===== src/design/expander_pkg.sv =====
// Constants for the twelve-bit parallel-in serial-out expander.
// Assumes a single core clock; the link clock is a sampled input.
package expander_pkg;
	localparam int DATA_BITS = 12;
	localparam int EDGES_TO_IDLE = 13;
	localparam logic [3:0] CNT_RESET = 4'h0;
	localparam logic [11:0] SHIFT_RESET = 12'h000;
	localparam logic [1:0] SYNC_RESET = 2'h3;
	typedef enum logic [1:0] {st_idle, st_shift, st_unknown} mode_type;
endpackage


===== src/design/word_buffer.sv =====
// Two-entry valid/ready buffer for captured words.
// Assumes source and sink on the same clock.
`timescale 1ns/10ps
`default_nettype none
module word_buffer #(
	parameter int WIDTH = 12
) (
	// Clock and reset
	input wire logic core_clk,
	input wire logic reset_n,
	// Fill side
	input wire logic in_valid,
	output logic in_ready,
	input wire logic [WIDTH-1:0] in_data,
	// Drain side
	output logic out_valid,
	input wire logic out_ready,
	output logic [WIDTH-1:0] out_data
);
	logic [WIDTH-1:0] mem_ff [2];
	logic rd_ff;
	logic wr_ff;
	logic [1:0] cnt_ff;
	logic push;
	logic pop;

	assign in_ready = (cnt_ff != 2'h2);
	assign out_valid = (cnt_ff != 2'h0);
	assign out_data = mem_ff[rd_ff];
	assign push = in_valid && in_ready;
	assign pop = out_valid && out_ready;

	always_ff @(posedge core_clk or negedge reset_n) begin
		if (!reset_n) begin
			cnt_ff <= 2'h0;
			rd_ff <= 1'b0;
			wr_ff <= 1'b0;
		end else begin
			cnt_ff <= cnt_ff + {1'b0, push} - {1'b0, pop};
			if (push) begin
				wr_ff <= ~wr_ff;
			end
			if (pop) begin
				rd_ff <= ~rd_ff;
			end
		end
	end

	always_ff @(posedge core_clk) begin
		if (push) begin
			mem_ff[wr_ff] <= in_data;
		end
	end
endmodule
`default_nettype wire


===== src/design/serial_expander.sv =====
// Device side of the twelve-bit parallel-in serial-out expander.
// Assumes the shift clock, shared line and parallel inputs are asynchronous pins.
// It also assumes a pull-up on the shared line, so a released line reads high.
`timescale 1ns/10ps
`default_nettype none
module serial_expander
	import expander_pkg::*;
#(
	parameter int BITS = DATA_BITS
) (
	// Clock and reset
	input wire logic core_clk,
	input wire logic reset_n,
	// Link pins
	input wire logic shift_clk_n,
	input wire logic latch_and_serial_line_in,
	output logic latch_and_serial_line_out,
	output logic latch_and_serial_line_oe,
	// Parallel inputs
	input wire logic [BITS-1:0] parallel_inputs,
	// Captured word stream
	output logic word_valid,
	input wire logic word_ready,
	output logic [BITS-1:0] word_data
);
	logic [1:0] clk_sync_ff;
	logic [1:0] line_sync_ff;
	logic clk_prev_ff;
	logic line_prev_ff;
	logic [BITS-1:0] par_s1_ff;
	logic [BITS-1:0] par_s2_ff;
	logic [BITS-1:0] shift_ff;
	logic [3:0] edge_cnt_ff;
	mode_type mode_ff;
	logic out_ff;
	logic oe_ff;
	logic valid_ff;
	logic [BITS-1:0] data_ff;
	logic buf_valid;
	logic [BITS-1:0] buf_data;
	logic clk_fall;
	logic line_fall;
	logic capture;
	logic take_word;

	// The thirteenth fall ends a frame and the power-up sequence alike.
	function automatic logic is_last(input logic [3:0] cnt);
		return cnt == 4'(EDGES_TO_IDLE - 1);
	endfunction

	// The first fall shows the lowest bit without shifting.
	function automatic logic is_first(input logic [3:0] cnt);
		return cnt == CNT_RESET;
	endfunction

	// Link clock synchroniser; it resets to the idle high, so no false fall follows reset.
	always_ff @(posedge core_clk or negedge reset_n) begin
		if (!reset_n) begin
			clk_sync_ff <= SYNC_RESET;
			clk_prev_ff <= 1'b1;
		end else begin
			clk_sync_ff <= {clk_sync_ff[0], shift_clk_n};
			clk_prev_ff <= clk_sync_ff[1];
		end
	end

	// Shared line synchroniser; the pull-up makes high its idle level.
	always_ff @(posedge core_clk or negedge reset_n) begin
		if (!reset_n) begin
			line_sync_ff <= SYNC_RESET;
			line_prev_ff <= 1'b1;
		end else begin
			line_sync_ff <= {line_sync_ff[0], latch_and_serial_line_in};
			line_prev_ff <= line_sync_ff[1];
		end
	end

	// Two flops per input bit; the host holds the inputs steady around the start.
	always_ff @(posedge core_clk) begin
		par_s1_ff <= parallel_inputs;
		par_s2_ff <= par_s1_ff;
	end

	// One-cycle enables mark a fall of the synchronised clock and line.
	assign clk_fall = clk_prev_ff && !clk_sync_ff[1];
	assign line_fall = line_prev_ff && !line_sync_ff[1];
	// Capture takes the synchronised inputs, which trail the pins by two cycles.
	// Start condition check.
	assign capture = (mode_ff == st_idle) && line_fall && clk_sync_ff[1];

	// Mode stays unknown until the reset sequence, so an undefined power-up never drives the line.
	always_ff @(posedge core_clk or negedge reset_n) begin
		if (!reset_n) begin
			mode_ff <= st_unknown;
		end else begin
			case (mode_ff)
				st_idle: begin
					if (capture) begin
						mode_ff <= st_shift;
					end
				end
				st_shift, st_unknown: begin
					if (clk_fall && is_last(edge_cnt_ff)) begin
						mode_ff <= st_idle;
					end
				end
				default: begin
					// An illegal code falls back to the safe, non-driving mode.
					mode_ff <= st_unknown;
				end
			endcase
		end
	end

	// Falls count in the unknown mode too; that is what makes the reset sequence work.
	always_ff @(posedge core_clk or negedge reset_n) begin
		if (!reset_n) begin
			edge_cnt_ff <= CNT_RESET;
		end else if (mode_ff == st_idle) begin
			edge_cnt_ff <= CNT_RESET;
		end else if (clk_fall) begin
			if (is_last(edge_cnt_ff)) begin
				edge_cnt_ff <= CNT_RESET;
			end else begin
				edge_cnt_ff <= edge_cnt_ff + 4'h1;
			end
		end
	end

	// The captured word waits here; the first fall shows bit zero, later falls shift.
	always_ff @(posedge core_clk or negedge reset_n) begin
		if (!reset_n) begin
			shift_ff <= SHIFT_RESET;
		end else if (capture) begin
			shift_ff <= par_s2_ff;
		end else if (mode_ff == st_shift && clk_fall && !is_first(edge_cnt_ff)) begin
			shift_ff <= {1'b0, shift_ff[BITS-1:1]};
		end
	end

	// The enable is a register, so the pin never glitches into drive.
	always_ff @(posedge core_clk or negedge reset_n) begin
		if (!reset_n) begin
			oe_ff <= 1'b0;
		end else if (capture) begin
			oe_ff <= 1'b1;
		end else if (mode_ff != st_shift) begin
			oe_ff <= 1'b0;
		end else if (clk_fall && is_last(edge_cnt_ff)) begin
			oe_ff <= 1'b0;
		end
	end

	// Driven value; it rests high, so a stray enable can only show the idle level.
	always_ff @(posedge core_clk or negedge reset_n) begin
		if (!reset_n) begin
			out_ff <= 1'b1;
		end else if (capture) begin
			out_ff <= 1'b0;
		end else if (mode_ff != st_shift) begin
			out_ff <= 1'b1;
		end else if (clk_fall) begin
			if (is_last(edge_cnt_ff)) begin
				out_ff <= 1'b1;
			end else if (is_first(edge_cnt_ff)) begin
				out_ff <= shift_ff[0];
			end else begin
				out_ff <= shift_ff[1];
			end
		end
	end

	// The stage refills only when empty or taken, so a stalled word is never overwritten.
	assign take_word = word_ready || !valid_ff;

	always_ff @(posedge core_clk or negedge reset_n) begin
		if (!reset_n) begin
			valid_ff <= 1'b0;
			data_ff <= SHIFT_RESET;
		end else if (take_word) begin
			valid_ff <= buf_valid;
			data_ff <= buf_data;
		end
	end

	// A full buffer refuses the word; the serial side is never held up by it.
	word_buffer #(
		.WIDTH(BITS)
	) u_buf (
		.core_clk(core_clk),
		.reset_n(reset_n),
		.in_valid(capture),
		.in_ready(),
		.in_data(par_s2_ff),
		.out_valid(buf_valid),
		.out_ready(take_word),
		.out_data(buf_data)
	);

	assign latch_and_serial_line_out = out_ff;
	assign latch_and_serial_line_oe = oe_ff;
	assign word_valid = valid_ff;
	assign word_data = data_ff;
endmodule
`default_nettype wire


===== config.mk =====
export PLATFORM = sky130hd
export DESIGN_NAME = serial_expander
export DESIGN_NICKNAME = d
export VERILOG_FILES = /design/src/design/expander_pkg.sv /design/src/design/word_buffer.sv /design/src/design/serial_expander.sv
export SDC_FILE = /design/constraint.sdc
export NUM_CORES = 1
export LEC_CHECK = 0
export ABC_AREA = 0
export BUFFER_PORTS_ARGS = -buffer_cell sky130_fd_sc_hd__buf_2
export CAP_MARGIN = 40
export CORE_MARGIN = 2
export CORE_UTILIZATION = 50
export DETAILED_ROUTE_END_ITERATION = 12
export PLACE_DENSITY = 0.69
export SLEW_MARGIN = 10
export SYNTH_ARGS = -nofsm -noshare
export SYNTH_HDL_FRONTEND = slang
export SYNTH_SLANG_ARGS = --single-unit

===== constraint.sdc =====
create_clock -name core_clk -period 2.8 [get_ports core_clk]
set_clock_uncertainty 0.1 [all_clocks]
set_input_delay 0.28 -clock core_clk [delete_from_list [all_inputs] [get_ports core_clk]]
set_output_delay 0.28 -clock core_clk [all_outputs]
set_load 0.01 [all_outputs]

# Yosys cells after proc, flatten, opt, wreduce, memory -nomap -nowiden

Memories as Yosys holds them, arrays and structs flattened. A register that Yosys moved wholly into a read port is not among the register bits.
Cells that the tools add are included.

Output and inout port bits: 15
Input bits: 17
Register bits: 55
Bits in writable memories: 24
Memories: 1
Word-level logic and storage cells: 70

Memories:

| memory       | depth | bits a word | read ports | clocked after memory_dff | wr ports | RTL line          | text |
|---|---|---|---|---|---|---|---|
| u_buf.mem_ff | 2     | 12          | 1          | 1                        | 1        | word_buffer.sv:20 | `logic [WIDTH-1:0] mem_ff [2];` |

Multiplexer cells: 18
$add $sub $neg: 3
Reductions and logical operators: 24
Eq/ne operators: 7
Bitwise operators: 2

Operator list:

| operator                                                               | number |
|---|---|
| 12-bit two-way mux                                                     | 2 |
| 4-bit two-way mux                                                      | 3 |
| 1-bit two-way mux                                                      | 10 |
| 1-bit logical AND                                                      | 9 |
| 2-bit nonzero test                                                     | 3 |
| 3-bit nonzero test                                                     | 2 |
| 1-bit logical NOT                                                      | 5 |
| 4-bit by 1-bit adder with 4-bit output (second input constant)         | 1 |
| 4-bit equality test (second input constant)                            | 1 |
| 4-bit logical NOT                                                      | 1 |
| 2-bit two-way mux                                                      | 2 |
| 2-bit by 1-bit != test with 1-bit output (second input constant)       | 2 |
| 2-bit != test (second input constant)                                  | 2 |
| 2-bit case mux with 2 select lines                                     | 1 |
| 2-bit by 1-bit adder with 2-bit output                                 | 1 |
| 2-bit by 1-bit equality test with 1-bit output (second input constant) | 1 |
| 2-bit equality test (second input constant)                            | 1 |
| 2-bit logical NOT                                                      | 1 |
| 1-bit inverter                                                         | 2 |
| 2-bit AND reduction                                                    | 1 |
| 2-bit OR reduction                                                     | 1 |
| 2-bit by 1-bit subtractor with 2-bit output                            | 1 |
| 1-bit logical OR                                                       | 1 |

# Logic depth before layout (Yosys ltp)

Gate-level depths: netlist (run 1).

Depth in word-level cells: 7
Depth in mapped cells: 8
Mapped depth without buffers: 6

# By module

From an unflattened synthesis (run 1), not the netlist that was laid out.

Cells, all modules: 219
Area total of the unflattened synthesis: 3246.9 sq um

By module, submodules not included:

| module          | area each (sq um) | cells each | times used |
|---|---|---|---|
| serial_expander | 2184.6            | 165        | 1 |
| word_buffer     | 1062.3            | 54         | 1 |

# Worst setup path after synthesis (run 1)

No wires, ideal clock.

Path type: reg2reg
Start point: reg mode_ff[0]
End point: mem u_buf.mem_ff[0][0] (enable)
Data required time: 2.318 ns
Stages on the path, launching flop included: 7
Arrival time: 1.933 ns
Path slack: 0.385 ns
Buffers on the path: 1
Cell sequence: dfrtp_1 > inv_1 > ha_1 > nand4b_1 > clkbuf_1 > a21oi_1 > nor2b_1

Longest elaborated chain between the ends: 6

RTL lines:

| element                                 | RTL line               | text |
|---|---|---|
| start, declared                         | serial_expander.sv:34  | `mode_type mode_ff;` |
| start signal, assigned                  | serial_expander.sv:94  | `mode_ff <= st_unknown;` |
| start signal, assigned                  | serial_expander.sv:99  | `mode_ff <= st_shift;` |
| start signal, assigned                  | serial_expander.sv:104 | `mode_ff <= st_idle;` |
| 2-bit logical NOT                       | serial_expander.sv:89  | `assign capture = (mode_ff == st_idle) && line_fall && clk_sync_ff[1];` |
| 1-bit logical AND (2 in a row)          | serial_expander.sv:89  |  |
| 1-bit logical AND                       | word_buffer.sv:30      | `assign push = in_valid && in_ready;` |
| 1-bit two-way mux                       | word_buffer.sv:50      | `if (push) begin` |
| 1-bit two-way mux (implied by the code) | word_buffer.sv:51      | `mem_ff[wr_ff] <= in_data;` |
| end, declared                           | word_buffer.sv:20      |  |

Every way passes these cells.

# Worst setup path in the final report (run 1)

Start point: reg mode_ff[0]
End point: mem u_buf.mem_ff[1][3] (enable)

The elaborated chain is that of the path after synthesis.

==> flow_summary_export.csv, run 1 <==
group,metric,value,unit
status,status,"complete, no violations",
setup_path,start_kind,"register",
routing,drt_first_pass_iters,4,
setup_path,worst-r2r-cell-count,5,
clock_tree,cts_tree,"done",
layout,final_cells,365,
power_and_ir_drop,combPwrFrac,19.8,%
clock_tree,clk_pin_slew,0.08,ns
layout,layout.nets,307,
run,drv_cap,0,
layout,drive_gt1_share,20.1,%
setup_path,required,2.69,ns
setup_path,path_cells,"inv_1, ha_1, nand4b_1, a21oi_1, and2_1",
placement,port_buffers,31,
routing,drc,0,
clock_tree,post_cts_buffers,0,
layout,regArea,2290,um^2
routing,antenna_left,0,
worst_hold_path,hold_start,"par_s1_ff[0]",
placement,place_congestion,0.777,
placement,pre_cts_ws,0.600,ns
synthesis,syn_area_per_cell,13.7,um^2
floorplan,ios,32,
clock_tree,htreeDepth,3,
floorplan,start_util,51.1,%
routing,viasPerCell,4.70,
grt,antenna_found_initial,0,
clock_tree,insertion_delay,0.35,ns
placement,placed_cell_area,3420,um^2
timing,slew_violations,0,
synthesis,synthDistinctLibCells,32,
synthesis,synth_seq_cells,91,
grt,grt_pass1_wl,7870,um
timing,period_needed,2.20,ns
synthesis,syn_nets,256,
placement,place_inst,334,
floorplan,die_area,7030,um^2
setup_path,path_class,"reg -> reg",
grt,grt_max_degree,29,
setup_path,slowest_stage,"and2_1",
grt,gr-total-overflow,0,
floorplan,chipWidth,83.8,um
grt,grt_usage,14.9,%
setup_path,rrSetupSlack,0.60,ns
layout,design_area,3770,um^2
power_and_ir_drop,irDropWorstVdd,0.443,mV
setup_path,r2r_end,"u_buf.mem_ff[1][3]",
timing,rsz0062_at_grt,"false",
setup_path,worstReg2RegStart,"mode_ff[0]",
clock_tree,clkSinkCount,91,
floorplan,fp-row-count,29,
routing,wire_per_inst,12.8,um
timing,setup_viol,0,
routing,drt_iter0_drc,129,
worst_hold_path,hold_depth,0,
layout,final_common_cell,"dfrtp_1",
layout,fill_cells,514,
clock_tree,cts_buffers,9,
layout,final_cell_mix,"35 x dfrtp_1, 31 x buf_2, 24 x mux2i_1, 24 x dfxtp_1, 24 x edfxtp_1",
timing,finalHoldViolCount,0,
worst_hold_path,hold_end,"par_s2_ff[0]",
routing,routed_wl,4660,um
synthesis,synthCells,232,
synthesis,syn_area,3190,um^2
power_and_ir_drop,seq_power_share,54.0,%
layout,multi_input_area,815,um^2
synthesis,synth-seq-area-share,71.8,%
setup_path,critPathLaunch,"mode_ff[0]",
floorplan,placeableCoreArea,6240,um^2
timing,fin_ws,0.602,ns
power_and_ir_drop,power.leakage,0.00160,uW
setup_path,cp_num_buf_inv,1,
power_and_ir_drop,clockPowerShare,26.2,%
timing,tightest_slew,0.694,ns
layout,area_growth,18.3,%
setup_path,slowest_delay,0.51,ns
layout,insertedDiodeCount,0,
setup_path,cp-end-kind,"register",
routing,via_count,1717,
floorplan,die_h,83.8,um
timing,period_share,78.5,%
power_and_ir_drop,switchingPower,930,uW
placement,post-dp-hpwl,3120,um
setup_path,cp.arrival,2.08,ns
setup_path,path_max_fanout,12,
timing,fmax,0.455,GHz
synthesis,yosysWarnings,0,
clock_tree,cts_buffer_depth,2,
grt,grt_pass1_vias,1639,
clock_tree,clockRootBuffer,"clkbuf_8",
worst_hold_path,hold_class,"reg -> reg",
timing,slew_headroom,53.7,%
setup_path,critPathTopFamily,"simple AND/OR/NAND/NOR gates",
power_and_ir_drop,p_int,2420,uW
power_and_ir_drop,power_density,889,nW/um^2
timing,tns,0,ns
power_and_ir_drop,p_sw_share,27.8,%
==> Yosys cell counts <==
library cell  number  area share [%]
inv_1              6            0.71
buf_12             1            0.63
o21ai_1            1            0.16
o2bb2ai_1          1            0.27
xnor2_1            3            0.82
o21ai_0           13             2.0
o22ai_1            1            0.20
nand2_1           23             2.7
mux2_2             1            0.35
mux2i_1           24             7.5
buf_6              1            0.35
xor2_1             2            0.55
nor2_1            16             1.9
or3b_1             1            0.27
and2b_1            1            0.24
and2_1             1            0.20
dfrtp_1           35              27
dfstp_2            8             6.6
a311oi_1           2            0.55
buf_2              1            0.16
nand4b_1           1            0.27
nand3_1            3            0.47
a21oi_1           16             2.5
o211ai_1           1            0.24
mux2_1             1            0.35
and3_1             1            0.20
dfxtp_1           24              15
edfxtp_1          24              23
clkbuf_1           7            0.82
ha_1               7             2.7
nor2b_1            2            0.39
nand2b_1           3            0.59
==> repair_timing <==
| item | in CTS | in global routing |
|---|---|---|
| endpoints found under the hold margin | 31 | 0 |
| hold buffers | 15 | 0 |
| gates resized for setup | 0 | 0 |
==> metal layers <==
layer	GRT usage, %	routed length (um)
met5	0	0
met4	10.1	136
met3	3.86	164
met2	21.5	2060
met1	19.9	2290
==> power by group through the flow <==
stage | Clock (uW) | Combinational [uW] | Sequential, uW
after CTS | 909 | 676 | 1820
after detailed placement | 0 | 657 | 1840
after global placement | 0 | 641 | 1830
after floorplan | 0 | 468 | 1810
final | 878 | 662 | 1810
after global routing | 970 | 752 | 1850
==> how the worst max path moves through the flow <==
stage                                    end  slack, ns  depth (start not counted)
after floorplan           u_buf.mem_ff[0][0]       0.39                          6
after global placement    u_buf.mem_ff[1][4]       0.64                          5
after detailed placement  u_buf.mem_ff[1][3]       0.60                          5
after CTS                 u_buf.mem_ff[1][3]       0.59                          5
after global routing      u_buf.mem_ff[1][3]       0.36                          5
final                     u_buf.mem_ff[1][3]       0.60                          5
==> registers in the layout, indices dropped and copies added (netlist names) <==
signal and count:
u_buf.mem_ff 24, clk_prev_ff 1, mode_ff 2, line_sync_ff 2, u_buf.cnt_ff 2, shift_ff 12
word_data 12, line_prev_ff 1, word_valid 1, edge_cnt_ff 4, u_buf.rd_ff 1, latch_and_serial_line_out 1
clk_sync_ff 2, par_s1_ff 12, latch_and_serial_line_oe 1, u_buf.wr_ff 1, par_s2_ff 12
==> metrics by stage <==
step | hold slack [ns] | utilization (%) | total power [uW]
floorplan | -0.116 | - | 2280
global placement | 0.211 | 54.5 | 2470
detailed placement | 0.157 | 54.8 | 2500
CTS | 0.231 | 60.4 | 3400
global route | 0.236 | 60.4 | 3580
finish | 0.230 | 60.4 | 3350
==> cell families (layout without fill, tap and decap cells) <==
group           after synthesis  after routing  share of synthesized area, %
flops                        91             91                          71.8
simple gates                 52             52                          7.22
compound gates               35             35                          5.97
mux                          26             26                          8.24
buf+inv                      16             72                          2.67
fa+ha+maj                     7              7                          2.75
xor+xnor                      5              5                          1.37
==> worst reg2reg max path, stage by stage (launching register included) <==
cell,delay (ns)
dfrtp_1,0.41
inv_1,0.09
ha_1,0.26
nand4b_1,0.16
a21oi_1,0.30
and2_1,0.51
==> layout make-up <==
class / count / area share [%]
timing repair buffer: 50 / 9.22
clock buffer: 12 / 4.11
tap: 77 / 2.55
sequential: 91 / 60.7
inverter: 6 / 0.597
multi-input combinational: 125 / 21.6
clock inverter: 4 / 1.26
Note: power is estimated with default switching activity, not from simulation.
==> run 2, diff against run 1 <==
- clock period: 2.8 -> 2.3 ns (I/O delays scaled with it)
==> run 2 against run 1 <==
  * Via count grew 3.7%
  * Setup slack lost 0.33 ns
  * Routed wire length grew 5.9%
  * Global-route usage grew 0.69 points
  * Flip-flop and latch count is the same
  * Sequential share of layout area shrank 0.77 points
  * Sequential power grew 22%
  * Die area is the same
  * Cell count grew 1.1%
==> flow_summary_export.csv, run 2 (synthesis results as in run 1) <==
group,metric,value,unit
routing,drt_iter0_drc,65,
floorplan,start_util,51.1,%
grt,grt_pass1_vias,1773,
setup_path,path_class,"reg -> reg",
grt,grt_max_degree,29,
power_and_ir_drop,power.leakage,0.00162,uW
power_and_ir_drop,clockPowerShare,26.5,%
clock_tree,post_cts_buffers,0,
power_and_ir_drop,combPwrFrac,20.3,%
floorplan,fp-row-count,29,
layout,top_register,"u_buf.mem_ff",
timing,fmax,0.493,GHz
timing,period_needed,2.03,ns
grt,grt_pass1_wl,8310,um
timing,tightest_slew,0.656,ns
grt,gr-total-overflow,0,
setup_path,cp-end-kind,"register",
routing,via_count,1780,
setup_path,start_kind,"register",
timing,setup_viol,0,
grt,grt_usage,15.6,%
timing,tns,0,ns
clock_tree,cts_buffer_depth,2,
routing,wire_per_inst,13.4,um
routing,antenna_left,0,
timing,finalHoldViolCount,0,
worst_hold_path,hold_class,"in -> reg",
floorplan,die_h,83.8,um
routing,routed_wl,4930,um
clock_tree,cts_tree,"done",
clock_tree,htreeDepth,3,
timing,fin_ws,0.273,ns
clock_tree,clockRootBuffer,"clkbuf_8",
placement,place_congestion,0.741,
layout,final_common_cell,"dfrtp_1",
layout,area_growth,19.9,%
clock_tree,cts_resized,0,
power_and_ir_drop,p_int,2970,uW
placement,pre_cts_ws,0.288,ns
setup_path,path_max_fanout,12,
clock_tree,clkSinkCount,91,
placement,post-dp-hpwl,3300,um
clock_tree,insertion_delay,0.36,ns
routing,drt_first_pass_iters,4,
setup_path,required,2.26,ns
setup_path,cp.arrival,1.99,ns
timing,slew_violations,0,
layout,layout.nets,311,
power_and_ir_drop,switchingPower,1180,uW
clock_tree,cts_buffers,9,
run,drv_cap,0,
layout,insertedDiodeCount,0,
floorplan,placeableCoreArea,6240,um^2
floorplan,ios,32,
power_and_ir_drop,seq_power_share,53.2,%
clock_tree,cts_hold_buf,15,
power_and_ir_drop,irDropWorstVdd,0.717,mV
routing,viasPerCell,4.82,
layout,drive_gt1_share,21.6,%
timing,slew_headroom,56.3,%
timing,rsz0062_at_grt,"false",
timing,period_share,88.2,%
power_and_ir_drop,power_density,1090,nW/um^2
routing,drc,0,
layout,largest_reg_flops,24,
grt,antenna_found_initial,0,
clock_tree,clk_pin_slew,0.09,ns
floorplan,chipWidth,83.8,um
floorplan,die_area,7030,um^2
status,status,"complete, no violations",
power_and_ir_drop,p_sw_share,28.4,%
layout,final_cell_mix,"35 x dfrtp_1, 31 x buf_2, 24 x mux2i_1, 24 x dfxtp_1, 24 x edfxtp_1",
placement,port_buffers,31,
==> run 2: changes by cell type in the layout (fill, tap and decap cells not counted), sizes merged <==
cell      change
buf           +4
clkinv        -1
clkinvlp      +2
inv           -1
==> run 2: power groups by stage <==
stage          clock, uW  combinational, uW  sequential (uW)
6_report            1100                843             2210
5_1_grt             1190                955             2250
4_1_cts             1130                858             2210
3_3_place_gp           0                804             2230
3_5_place_dp           0                835             2250
2_1_floorplan          0                570             2200
==> run 2: cell type report <==
class	instances	area, um^2
fillers	486	2420
flip-flops and latches	91	2290
clock buffers	12	156
inverters	6	22.5
repair buffers	54	390
multi-input cells	125	817
well taps	77	96.3
clock inverters	4	50.0
==> run 2: worst paths after layout <==
kind	from	to	slack (ns)	depth (start not counted)
min	word_ready	u_buf.rd_ff	0.19	4
max	mode_ff[0]	u_buf.mem_ff[0][1]	0.27	6
max in group asynchronous	reset_n	latch_and_serial_line_out	1.35	3
min reg2reg	par_s1_ff[10]	par_s2_ff[10]	0.23	0
min in group asynchronous	reset_n	shift_ff[6]	0.21	2
max reg2reg	mode_ff[0]	u_buf.mem_ff[0][1]	0.27	6
==> run 2: critical path, cell delays in order, from the launching register on <==
cell      delay [ns]
dfrtp_1         0.41
inv_1           0.09
ha_1            0.16
nand4b_1        0.20
a21oi_1         0.35
nor2b_2         0.21
buf_4           0.20
==> run 2: through the flow <==
stage / instance area (um^2) / utilization (%) / std cells / hold slack, ns / power, uW
floorplan: 3190 / - / 232 / -0.166 / 2770
global placement: 3440 / 55.2 / 337 / 0.211 / 3030
detailed placement: 3460 / 55.5 / 338 / 0.0632 / 3080
CTS: 3820 / 61.2 / 369 / 0.191 / 4200
global route: 3820 / 61.2 / 369 / 0.222 / 4400
finish: 3820 / 61.2 / 369 / 0.190 / 4150
==> run 2: per-layer routing <==
metal | global-route usage (%) | wire, um
met5 | 0 | 0
met3 | 4.15 | 170
met2 | 23.1 | 2230
met1 | 20.8 | 2390
met4 | 9.24 | 136
==> run 3, diff against run 2 <==
--- a/config.mk
+++ b/config.mk
@@ -9,4 +9,5 @@
 export BUFFER_PORTS_ARGS = -buffer_cell sky130_fd_sc_hd__buf_2
 export CAP_MARGIN = 40
+export CORE_ASPECT_RATIO = 2
 export CORE_MARGIN = 2
 export CORE_UTILIZATION = 50
--- a/constraint.sdc
+++ b/constraint.sdc
@@ -3,3 +3,3 @@
 set_input_delay 0.23 -clock core_clk [delete_from_list [all_inputs] [get_ports core_clk]]
 set_output_delay 0.23 -clock core_clk [all_outputs]
-set_load 0.01 [all_outputs]
+set_load 0.005 [all_outputs]
==> run 3 against run 2 <==
  * Critical path depth up 1
  * Setup slack barely moved
  * Core utilization up 1.9 points
  * Combinational power decreased by 8.5%
  * Register-to-register slack is essentially flat
  * Flip-flop and latch count stayed put
  * Routed wire length fell by 6.2%
  * Clock-buffer cell count grew 3
  * Hold slack gained 0.034 ns
  * Cell count rose by 2.4%
  * Sequential power about the same
  * Critical path type unchanged
  * Highest routed layer unchanged
==> flow_summary_export.csv, run 3 (synthesis results as in run 1) <==
group,metric,value,unit
status,status,"complete, no violations",
layout,layout.nets,311,
timing,period_needed,2.03,ns
setup_path,path_class,"reg -> reg",
routing,wire_per_inst,12.2,um
layout,fill_cells,503,
placement,place_congestion,0.812,
setup_path,cp.arrival,2.14,ns
timing,setup_viol,0,
floorplan,die_h,117,um
routing,routed_wl,4620,um
clock_tree,cts_buffer_depth,2,
clock_tree,clockRootBuffer,"clkbuf_16",
routing,drc,0,
run,drv_cap,0,
worst_hold_path,hold_start,"par_s1_ff[7]",
clock_tree,htreeDepth,3,
setup_path,r2r_end,"mode_ff[0]",
grt,gr-total-overflow,0,
clock_tree,clkSinkCount,91,
worst_hold_path,hold_class,"reg -> reg",
timing,fmax,0.493,GHz
grt,antenna_found_initial,0,
layout,final_cell_mix,"35 x dfrtp_1, 31 x buf_2, 24 x mux2i_1, 24 x dfxtp_1, 24 x edfxtp_1",
floorplan,die_area,7070,um^2
worst_hold_path,hold_end,"par_s2_ff[7]",
clock_tree,insertion_delay,0.33,ns
setup_path,start_kind,"register",
setup_path,worstReg2RegStart,"mode_ff[1]",
layout,largest_reg_flops,24,
timing,finalHoldViolCount,0,
floorplan,fp-row-count,41,
routing,drt_iter0_drc,58,
timing,slew_violations,0,
routing,viasPerCell,4.74,
floorplan,ios,32,
timing,slew_headroom,54.5,%
power_and_ir_drop,power.leakage,0.00168,uW
clock_tree,cts_tree,"done",
timing,period_share,88.2,%
layout,area_growth,23.9,%
clock_tree,cts_resized,0,
setup_path,required,2.41,ns
layout,final_common_cell,"dfrtp_1",
layout,drive_gt1_share,21.9,%
floorplan,placeableCoreArea,6260,um^2
clock_tree,cts_buffers,9,
setup_path,rrSetupSlack,0.27,ns
placement,pre_cts_ws,0.259,ns
placement,port_buffers,31,
routing,via_count,1791,
timing,tightest_slew,0.683,ns
timing,fin_ws,0.272,ns
setup_path,cp-end-kind,"register",
floorplan,chipWidth,60.5,um
clock_tree,clk_pin_slew,0.06,ns
grt,grt_max_degree,29,
placement,post-dp-hpwl,3230,um
worst_hold_path,hold_depth,0,
routing,drt_first_pass_iters,5,
layout,insertedDiodeCount,0,
floorplan,start_util,50.9,%
power_and_ir_drop,irDropWorstVdd,0.789,mV
setup_path,path_max_fanout,28,
setup_path,worst-r2r-cell-count,7,
routing,antenna_left,0,
timing,rsz0062_at_grt,"false",
grt,grt_pass1_wl,7920,um
power_and_ir_drop,power_density,1130,nW/um^2
layout,top_register,"u_buf.mem_ff",
timing,tns,0,ns
grt,grt_pass1_vias,1670,
grt,grt_usage,15.8,%
clock_tree,post_cts_buffers,0,
-- run 3: cell types whose count changed in the layout (fill, tap and decap cells not counted) --
cell,previous run,this run
clkbuf_16,1,11
clkinv_2,1,0
bufinv_16,1,0
clkinvlp_4,2,0
clkbuf_1,2,1
clkbuf_8,9,3
buf_16,0,1
clkinv_4,0,1
buf_12,2,0
buf_4,6,7
-- run 3: worst max path at each step --
stage	startpoint	cells after the start	to
after floorplan	mode_ff[0]	6	u_buf.mem_ff[0][0]
after global placement	mode_ff[1]	7	mode_ff[0]
after detailed placement	mode_ff[1]	7	mode_ff[0]
after CTS	mode_ff[1]	7	mode_ff[0]
after global routing	mode_ff[1]	7	mode_ff[0]
final	mode_ff[1]	7	mode_ff[0]
-- run 3: where the power goes --
| group | total, uW | switching, uW | internal, uW |
|---|---|---|---|
| Sequential | 2200 | 219 | 1980 |
| Clock | 1500 | 550 | 954 |
| Combinational | 771 | 357 | 414 |
-- run 3: per-layer routing --
layer	vias to the layer above	global-route usage, %	routed length, um
li1	903	-	-
met4	0	9.86	159
met5	-	0	0
met3	12	5.71	184
met2	41	25.1	2490
met1	835	17.6	1790
-- run 3: final cells by class --
class	count	area, um^2	share of cell area, %
flip-flops and latches	91	2290	57.9
clock inverters	1	8.76	0.222
well taps	86	108	2.72
multi-input cells	125	817	20.7
inverters	6	22.5	0.570
clock buffers	15	320	8.11
repair buffers	54	385	9.76
-- run 3: per-stage QoR --
stage	area [um^2]	hold slack (ns)	util (%)	std cells	total power, uW
2_1_floorplan	3190	-0.166	-	232	2730
3_3_place_gp	3440	0.210	55.0	346	2950
3_5_place_dp	3470	0.123	55.4	347	3000
4_1_cts	3950	0.226	63.1	378	4540
5_1_grt	3950	0.229	63.1	378	4760
6_report	3950	0.225	63.1	378	4480
-- run 3: worst max-delay path: stages (launching register included) --
cell and delay (ns):
dfstp_2 0.53, inv_1 0.07, ha_1 0.26, nand4b_1 0.15
buf_4 0.28, nand2_1 0.09, nand2_1 0.11, mux2_1 0.32
-- run 3: repair_timing --
item,CTS,global route
endpoints found under the hold margin,32,0
endpoints found under the setup margin,0,0
hold buffers,15,0
